[src/include/boot_strap_defs.vh]
// Constants for the boot-strap capture and boot-source ordering block.
// Assumes inclusion by bare name from the design file; definitions only.
`ifndef BOOT_STRAP_DEFS_VH
`define BOOT_STRAP_DEFS_VH

// ----------------------------------------
// Boot source codes
// ----------------------------------------
`define SRC_NONE     3'h0
`define SRC_NAND     3'h1
`define SRC_SD       3'h2
`define SRC_USB      3'h3
`define SRC_NOR      3'h4
`define SRC_SPINAND  3'h5

// ----------------------------------------
// Strap bit positions in the captured pattern
// ----------------------------------------
`define STRAP_NAND_BIT 0
`define STRAP_USB_BIT  1
`define STRAP_NOR_BIT  2
`define STRAP_DEFAULT  3'h7

// ----------------------------------------
// Timing
// ----------------------------------------
`define CLK_PERIOD_PS      5000
`define SETTLE_LAST        3'h3
`define USB_SHORT_WAIT_US  1000
`define USB_LONG_WAIT_US   100000
`define SLOT_LAST          2'h3

`endif

[src/logic/boot_strap_source_select.v]
// Boot-strap capture and boot-source sequencer.
// Assumes straps and card detect are asynchronous board pins; NRST from a reset supervisor.
`timescale 1ns/10ps
`include "boot_strap_defs.vh"
`default_nettype none

module boot_strap_source_select #(
  parameter USB_SHORT_CYCLES = (`USB_SHORT_WAIT_US * 1000000) / `CLK_PERIOD_PS,
  parameter USB_LONG_CYCLES  = (`USB_LONG_WAIT_US / 1000) * (1000000000 / `CLK_PERIOD_PS)
) (
  input  wire       CLK,
  input  wire       NRST,
  input  wire       NAND_PRIORITY_STRAP,
  input  wire       USB_PRIORITY_STRAP,
  input  wire       NOR_PRIORITY_STRAP,
  input  wire       CARD_PRESENCE_PIN,
  input  wire       ATTEMPT_OK,
  input  wire       ATTEMPT_FAIL,
  output reg  [2:0] BOOT_STRAP_CONFIG,
  output reg  [2:0] BOOT_SOURCE,
  output reg        ATTEMPT_START,
  output reg  [2:0] ATTEMPT_SOURCE,
  output reg        BOOT_DONE,
  output reg        BOOT_EXHAUSTED
);

  // ----------------------------------------
  // Reset release
  // ----------------------------------------
  reg rst_meta;
  reg rst_sync;

  always @(posedge CLK or negedge NRST)
  begin
    if (!NRST)
    begin
      rst_meta <= 1'b0;
      rst_sync <= 1'b0;
    end
    else
    begin
      rst_meta <= 1'b1;
      rst_sync <= rst_meta;
    end
  end

  // ----------------------------------------
  // Pin synchronisers: three stages, change counts when stages two and three agree
  // ----------------------------------------
  reg [3:0] pin_s1;
  reg [3:0] pin_s2;
  reg [3:0] pin_s3;
  reg [3:0] pin_ok;
  wire [3:0] pin_raw = {CARD_PRESENCE_PIN, NOR_PRIORITY_STRAP, USB_PRIORITY_STRAP, NAND_PRIORITY_STRAP};

  genvar g;
  generate
    for (g = 0; g < 4; g = g + 1)
    begin : g_pin
      always @(posedge CLK or negedge rst_sync)
      begin
        if (!rst_sync)
        begin
          pin_s1[g] <= 1'b1;
          pin_s2[g] <= 1'b1;
          pin_s3[g] <= 1'b1;
          pin_ok[g] <= 1'b1;
        end
        else
        begin
          pin_s1[g] <= pin_raw[g];
          pin_s2[g] <= pin_s1[g];
          pin_s3[g] <= pin_s2[g];
          if (pin_s2[g] == pin_s3[g])
            pin_ok[g] <= pin_s3[g];
        end
      end
    end
  endgenerate

  // ----------------------------------------
  // Order table
  // ----------------------------------------
  // Pin filters need four edges after release before the level is trusted
  function [11:0] order_of;
    input [2:0] cfg;
    begin
      if (!cfg[`STRAP_USB_BIT])
      begin
        if (!cfg[`STRAP_NOR_BIT])
          order_of = {`SRC_USB, `SRC_NOR, `SRC_NAND, `SRC_SD};
        else
          order_of = {`SRC_USB, `SRC_NAND, `SRC_SD, `SRC_NONE};
      end
      else if (!cfg[`STRAP_NOR_BIT])
        order_of = {`SRC_NOR, `SRC_NAND, `SRC_SD, `SRC_USB};
      else if (!cfg[`STRAP_NAND_BIT])
        order_of = {`SRC_SPINAND, `SRC_NAND, `SRC_USB, `SRC_NONE};
      else
        order_of = {`SRC_NAND, `SRC_SD, `SRC_USB, `SRC_NONE};
    end
  endfunction

  function [2:0] slot_src;
    input [11:0] ord;
    input [1:0]  slot;
    begin
      case (slot)
        2'h0:    slot_src = ord[11:9];
        2'h1:    slot_src = ord[8:6];
        2'h2:    slot_src = ord[5:3];
        default: slot_src = ord[2:0];
      endcase
    end
  endfunction

  // ----------------------------------------
  // Sequencer
  // ----------------------------------------
  localparam ST_SETTLE = 3'h0;
  localparam ST_LATCH  = 3'h1;
  localparam ST_ISSUE  = 3'h2;
  localparam ST_WAIT   = 3'h3;
  localparam ST_DONE   = 3'h4;
  localparam ST_FAIL   = 3'h5;

  reg [2:0]  state;
  reg [2:0]  settle;
  reg [1:0]  slot;
  reg [11:0] order;
  reg        sd_tried;
  reg        sd_forced;
  reg [31:0] wait_cnt;
  reg [2:0]  cur;

  wire [2:0] slot_now = slot_src(order, slot);
  // USB in the first order slot gets only the short wait, also after a forced SD try; otherwise the long one
  wire       short_usb = (cur == `SRC_USB) && (slot == 2'h0);

  always @(posedge CLK or negedge rst_sync)
  begin
    if (!rst_sync)
    begin
      state             <= ST_SETTLE;
      settle            <= 3'h0;
      slot              <= 2'h0;
      order             <= 12'h000;
      sd_tried          <= 1'b0;
      sd_forced         <= 1'b0;
      wait_cnt          <= 32'h0;
      cur               <= `SRC_NONE;
      BOOT_STRAP_CONFIG <= `STRAP_DEFAULT;
      BOOT_SOURCE       <= `SRC_NONE;
      ATTEMPT_START     <= 1'b0;
      ATTEMPT_SOURCE    <= `SRC_NONE;
      BOOT_DONE         <= 1'b0;
      BOOT_EXHAUSTED    <= 1'b0;
    end
    else
    begin
      ATTEMPT_START <= 1'b0;
      case (state)
        ST_SETTLE:
        begin
          settle <= settle + 3'h1;
          if (settle == `SETTLE_LAST)
            state <= ST_LATCH;
        end
        ST_LATCH:
        begin
          // Only capture point after each reset release; later strap pin changes are ignored
          BOOT_STRAP_CONFIG <= pin_ok[2:0];
          order             <= order_of(pin_ok[2:0]);
          state             <= ST_ISSUE;
        end
        ST_ISSUE:
        begin
          if (!sd_tried && !pin_ok[3] && slot_now != `SRC_SD && !sd_forced)
          begin
            cur       <= `SRC_SD;
            sd_forced <= 1'b1;
            sd_tried  <= 1'b1;
            ATTEMPT_START  <= 1'b1;
            ATTEMPT_SOURCE <= `SRC_SD;
            wait_cnt  <= 32'h0;
            state     <= ST_WAIT;
          end
          else if (slot_now == `SRC_NONE || (slot_now == `SRC_SD && sd_tried))
          begin
            if (slot == `SLOT_LAST || slot_now == `SRC_NONE)
              state <= ST_FAIL;
            else
              slot <= slot + 2'h1;
          end
          else
          begin
            cur            <= slot_now;
            if (slot_now == `SRC_SD)
              sd_tried <= 1'b1;
            ATTEMPT_START  <= 1'b1;
            ATTEMPT_SOURCE <= slot_now;
            wait_cnt       <= 32'h0;
            state          <= ST_WAIT;
          end
        end
        ST_WAIT:
        begin
          wait_cnt <= wait_cnt + 32'h1;
          if (ATTEMPT_OK)
          begin
            BOOT_SOURCE <= cur;
            BOOT_DONE   <= 1'b1;
            state       <= ST_DONE;
          end
          else if (ATTEMPT_FAIL
                   || (cur == `SRC_USB && short_usb && wait_cnt == USB_SHORT_CYCLES - 1)
                   || (cur == `SRC_USB && !short_usb && wait_cnt == USB_LONG_CYCLES - 1))
          begin
            if (sd_forced && cur == `SRC_SD && slot == 2'h0 && slot_now != `SRC_SD)
              state <= ST_ISSUE;
            else if (slot == `SLOT_LAST)
              state <= ST_FAIL;
            else
            begin
              slot  <= slot + 2'h1;
              state <= ST_ISSUE;
            end
          end
        end
        ST_FAIL:
        begin
          BOOT_EXHAUSTED <= 1'b1;
        end
        ST_DONE:
        begin
          BOOT_DONE <= 1'b1;
        end
        default:
        begin
          state <= ST_SETTLE;
        end
      endcase
    end
  end

endmodule

`default_nettype wire

[config.mk]
export PLATFORM = sky130hd
export DESIGN_NAME = boot_strap_source_select
export DESIGN_NICKNAME = d
export VERILOG_FILES = /design/src/logic/boot_strap_source_select.v
export VERILOG_INCLUDE_DIRS = /design/src /design/src/include
export SDC_FILE = /design/constraint.sdc
export NUM_CORES = 1
export LEC_CHECK = 0
export BUFFER_PORTS_ARGS = -buffer_cell sky130_fd_sc_hd__buf_2
export CAP_MARGIN = 20
export CORE_MARGIN = 2
export CORE_UTILIZATION = 65
export DETAILED_ROUTE_END_ITERATION = 16
export MAX_ROUTING_LAYER = met4
export PLACE_DENSITY = 0.92
export SETUP_SLACK_MARGIN = 0.15
export SLEW_MARGIN = 10
export SYNTH_ARGS = -nofsm -noshare
export SYNTH_HDL_FRONTEND = slang
export SYNTH_SLANG_ARGS = --single-unit
[constraint.sdc]
create_clock -name CLK -period 5.19 [get_ports CLK]
set_input_delay 0.2595 -clock CLK [delete_from_list [all_inputs] [get_ports CLK]]
set_output_delay 0.2595 -clock CLK [all_outputs]
set_load 0.02 [all_outputs]
Word-level counts from Yosys, hierarchy flattened:

Index checks and enable logic that the tools add are counted.

* $add $sub $neg: 3
* $mul: 0
* divide/modulo/power cells: 0
* magnitude comparators: 0
* eq/ne operators: 32
* shifts and indexed selects: 0
* mux-type cells: 35
* bitwise operators: 1
* reductions and logical operators: 35

Operators with widths (count)
* 32-bit 2-to-1 mux: 2
* 32-bit case mux with 2 select lines: 1
* 12-bit 2-to-1 mux: 3
* 32-bit by 1-bit adder with 32-bit output, second input constant: 1
* 32-bit by 18-bit equality test with 1-bit output, second input constant: 1
* 32-bit by 25-bit equality test with 1-bit output, second input constant: 1
* 3-bit 2-to-1 mux: 10
* 2-bit != test, second input constant: 10
* 3-bit by 2-bit equality test with 1-bit output, second input constant: 6
* 3-bit case mux with 5 select lines: 1
* 2-bit 2-to-1 mux: 7
* 1-bit logical AND: 12
* 2-bit AND reduction: 5
* 9-bit 2-to-1 mux: 1
* 3-bit case mux with 3 select lines: 1
* 8-bit AND reduction: 1
* 1-bit 2-to-1 mux: 7
* 3-bit equality test, second input constant: 2
* 3-bit logical NOT: 2
* 3-bit != test, second input constant: 2
* 2-bit nonzero test: 3
* 1-bit equality test: 4
* 2-bit equality test, second input constant: 2
* 1-bit logical NOT: 4
* other kinds (14): 17

* register bits after elaboration: 84
* bits in latches: 0
* RAM bits: 0
* bits in read-only memories: 0
* bits of input ports: 8
* output and inout bits: 12
* word-level logic and storage cells: 137
* memories kept: 0

Logic depth before layout (Yosys ltp):

* depth after elaboration: 9
* depth in mapped cells: 9

Worst setup path after synthesis:

Ideal clock, no wire load.

* kind: register to register
* start point: register slot[0]
* end point: register slot[1]
* library setup time: 125 ps
* arrival time: 2347 ps
* slack: 2718 ps
* stages on the path, launching flop included: 9
* path buffers: 0
* clock period less this slack: 2472 ps
* cells stage by stage: dfrtp_1 -> inv_1 -> ha_1 -> nand4bb_1 -> or4_4 -> a2111oi_4 -> or3_1 -> o2111ai_2 -> mux2_4

* longest elaborated chain between the ends: 8
* elaborated cells on any way between the ends: 39

Ends and longest elaborated chain
* from (decl): line boot_strap_source_select.v:129 `reg [1:0] slot;`
* from (signal assigned): line boot_strap_source_select.v:193 `slot <= slot + 2'h1;`
* from (signal assigned): line boot_strap_source_select.v:225 `slot <= slot + 2'h1;`
* parallel branches: the longest is 8 deep, another holds 8-bit AND reduction

Several ways; the timed one is not identified. The select of a mux whose other input is x is not followed.
A chain may end at the register's enable or synchronous reset.

Final worst setup path:

* start point: register slot[1]
* end point: register slot[1]

The elaborated chain is that of the path after synthesis.

==> impl_metrics.json <==
{
  "drt_iter0_drc": 279,
  "layout_commonest_cell": "dfrtp_1",
  "vias": 3103,
  "dieArea_sq_mm": 0.00662,
  "hp-class": "input pin to register",
  "crit_fanout": 25,
  "diodes": 0,
  "syn_to_final_growth_pct": 9.71,
  "ir_drop_mv": 0.165,
  "place_hpwl_um": 5580,
  "yosysWarningCount": 0,
  "antenna_found_initial": 0,
  "synth-seq-cells": 82,
  "cts_buffers": 9,
  "synthCells": 389,
  "skew_ps": 11.8,
  "grt_pass1_wl_um": 13800,
  "post-place-ws_ps": 2050,
  "setup_ws_ps": 2010,
  "r2r_slack_ps": 2010,
  "hold_depth": 1,
  "syn-num-nets": 408,
  "arrival_ps": 3420,
  "final_cell_mix": "dfrtp_1 (62), o21ai_0 (50), nand2_1 (47)",
  "synth_cell_types": 60,
  "synth_top_area_cell": "dfrtp_1",
  "period_needed_ps": 3180,
  "crit_type": "register to register",
  "finalMaxSlewViolations": 0,
  "drt_wl_total_um": 8530,
  "timing.final.crit_share_pct": 61.2,
  "wl_per_cell_um": 17.4,
  "slew_headroom_pct": 35.3,
  "post-cts-setup-buffers": 0,
  "start_kind": "register",
  "die_x_um": 81.4,
  "synth.top_cell.area_share_pct": 40.5,
  "yosys-top-cells-area": "dfrtp_1 (41%), dfstp_2 (13%), o21ai_0 (6.4%)",
  "viasPerCell": 6.33,
  "syn_avg_cell_area_sq_um": 10.0,
  "reg2reg_depth": 8,
  "port_buffers": 19,
  "fill_cells": 412,
  "cts_num_sinks": 82,
  "antenna_left": 0,
  "synth_seq_area_share_pct": 53.3,
  "end_kind": "register",
  "htreeDepth": 3,
  "pin_count": 20,
  "drc": 0,
  "die_h_um": 81.4,
  "fmax_ghz": 0.315,
  "rsz0062_at_grt": "false",
  "setup_violations": 0,
  "root_buffer": "clkbuf_8",
  "clk_pin_slew_ps": 80,
  "grt_pass1_vias": 2970,
  "clk_latency_ps": 360,
  "p_per_area_mw_per_mm2": 259,
  "grt-ovfl-total": 0,
  "p_leak_nw": 1.85,
  "row_count": 28,
  "fin_nets": 429,
  "synth_enable_flop_cells": 0,
  "track_usage_pct": 28.1,
  "ctsHoldBuffers": 4,
  "r2r-start": "slot[1]",
  "required_ps": 5430,
  "grt_max_degree": 81,
  "reg2reg_to": "slot[1]",
  "syn-cell-area_sq_mm": 0.00389,
  "drive_gt1_share_pct": 17.8,
  "holdPathEnd": "pin_s1[0]",
  "tightest_slew_ps": 970,
  "hold_start": "NAND_PRIORITY_STRAP",
  "setup-tns-final_ps": 0,
  "fin_util_pct": 73.0,
  "async_flop_share_pct": 100,
  "start_util_pct": 66.5,
  "ys.flop_type": "dfrtp_1",
  "cts_resized": 0,
  "ctsLongestPathBuffers": 2,
  "first_pass_iters": 8,
  "finalHoldViolCount": 0,
  "gp_congestion": 0.917,
  "drv_cap": 0,
  "cts_tree": "built",
  "core_sq_mm": 0.00585,
  "outcome": "finished, final reports clean"
}
-- worst max path at each step --
| stage | start | slack, ps | cells after the start | end |
|---|---|---|---|---|
| floorplan | slot[0] | 2720 | 8 | slot[1] |
| finish | slot[1] | 2010 | 8 | slot[1] |
| detailed placement | slot[0] | 2050 | 8 | slot[1] |
| global placement | slot[1] | 2230 | 8 | slot[1] |
| CTS | slot[0] | 2020 | 8 | slot[1] |
| global route | slot[1] | 1750 | 8 | slot[1] |
-- routing by layer --
| layer | global-route usage (%) | share of wire, % |
|---|---|---|
| met1 | 35.3 | 42 |
| met4 | 14.6 | 2.0 |
| met5 | - | 0 |
| met3 | 3.89 | 4.6 |
| met2 | 44.7 | 51 |
-- Yosys cell counts (2+ instances only) --
cell,number
a22oi_1,2
inv_1,13
nor3_1,12
nand3b_1,3
and2_1,2
clkbuf_1,11
maj3_1,4
dfstp_2,19
and3_1,8
nor4b_1,3
mux2i_1,4
dfrtp_1,63
o41ai_1,2
or2_2,3
mux2_2,3
a31oi_1,5
buf_2,2
a21o_1,3
nor4bb_1,2
nand2b_1,4
a22o_1,2
nor4_1,3
nand3_1,32
o211ai_1,2
nor2_1,19
or3_1,2
ha_1,11
o21ai_0,50
nand4_1,9
a21oi_1,10
a222oi_1,2
o31ai_1,4
nand2_1,47
or3b_2,2
-- area by class of cell --
| cell class | count | area, sq um | share of cell area, % |
|---|---|---|---|
| Sequential cell | 82 | 2080 | 48.7 |
| Multi-Input combinational cell | 279 | 1710 | 40.0 |
| Tap cell | 75 | 93.8 | 2.20 |
| Timing Repair Buffer | 25 | 168 | 3.93 |
| Clock buffer | 11 | 141 | 3.31 |
| Clock inverter | 5 | 31.3 | 0.733 |
| Inverter | 13 | 48.8 | 1.14 |
-- report_power, final --
group / leakage (nW) / switching, W / internal, W
Combinational: 0.724 / 0.0000166 / 0.0000128
Clock: 0.0891 / 0.000224 / 0.000185
Sequential: 1.03 / 0.0000125 / 0.000654
Total: 1.85 / 0.000253 / 0.000852
-- cell families after synthesis --
family / Yosys count / share of synthesized area, %
AO/OA/AOI/OAI: 93 / 15.3
XOR/XNOR: 2 / 0.450
adder cells (fa/ha/maj): 15 / 4.57
buffers and inverters: 28 / 2.80
flip-flops: 82 / 53.3
multiplexers: 8 / 2.28
other: 1 / 0.0964
AND/OR/NAND/NOR: 160 / 21.2
-- registers in the layout, indices dropped and copies added (netlist names) --
signal and cells:
rst_meta 1, cur 3, pin_s1 4, pin_ok 4
wait_cnt 32, BOOT_EXHAUSTED 1, settle 3, state 3
sd_forced 1, BOOT_DONE 1, sd_tried 1, slot 2
rst_sync 1, BOOT_STRAP_CONFIG 3, pin_s2 4, BOOT_SOURCE 3
order 10, pin_s3 4, ATTEMPT_START 1
-- through the flow --
stage	total power, W	hold WS (ps)	instance area (sq um)	cells
floorplan	0.000691	-36.1	3890	389
global placement	0.000701	44.2	4020	468
detailed placement	0.000703	48.2	4030	469
CTS	0.00111	4.00	4240	489
global route	0.00115	1.41	4270	490
finish	0.00111	6.68	4270	490
-- worst max-delay path: stages (launching register included) --
cell and delay (ps):
dfrtp_1 410, inv_1 90, ha_1 230, a222oi_1 570, nand2b_1 110, a22o_1 220, nor2_2 760, o2111ai_2 310
mux2_4 370
(Power assumes the default switching activity.)
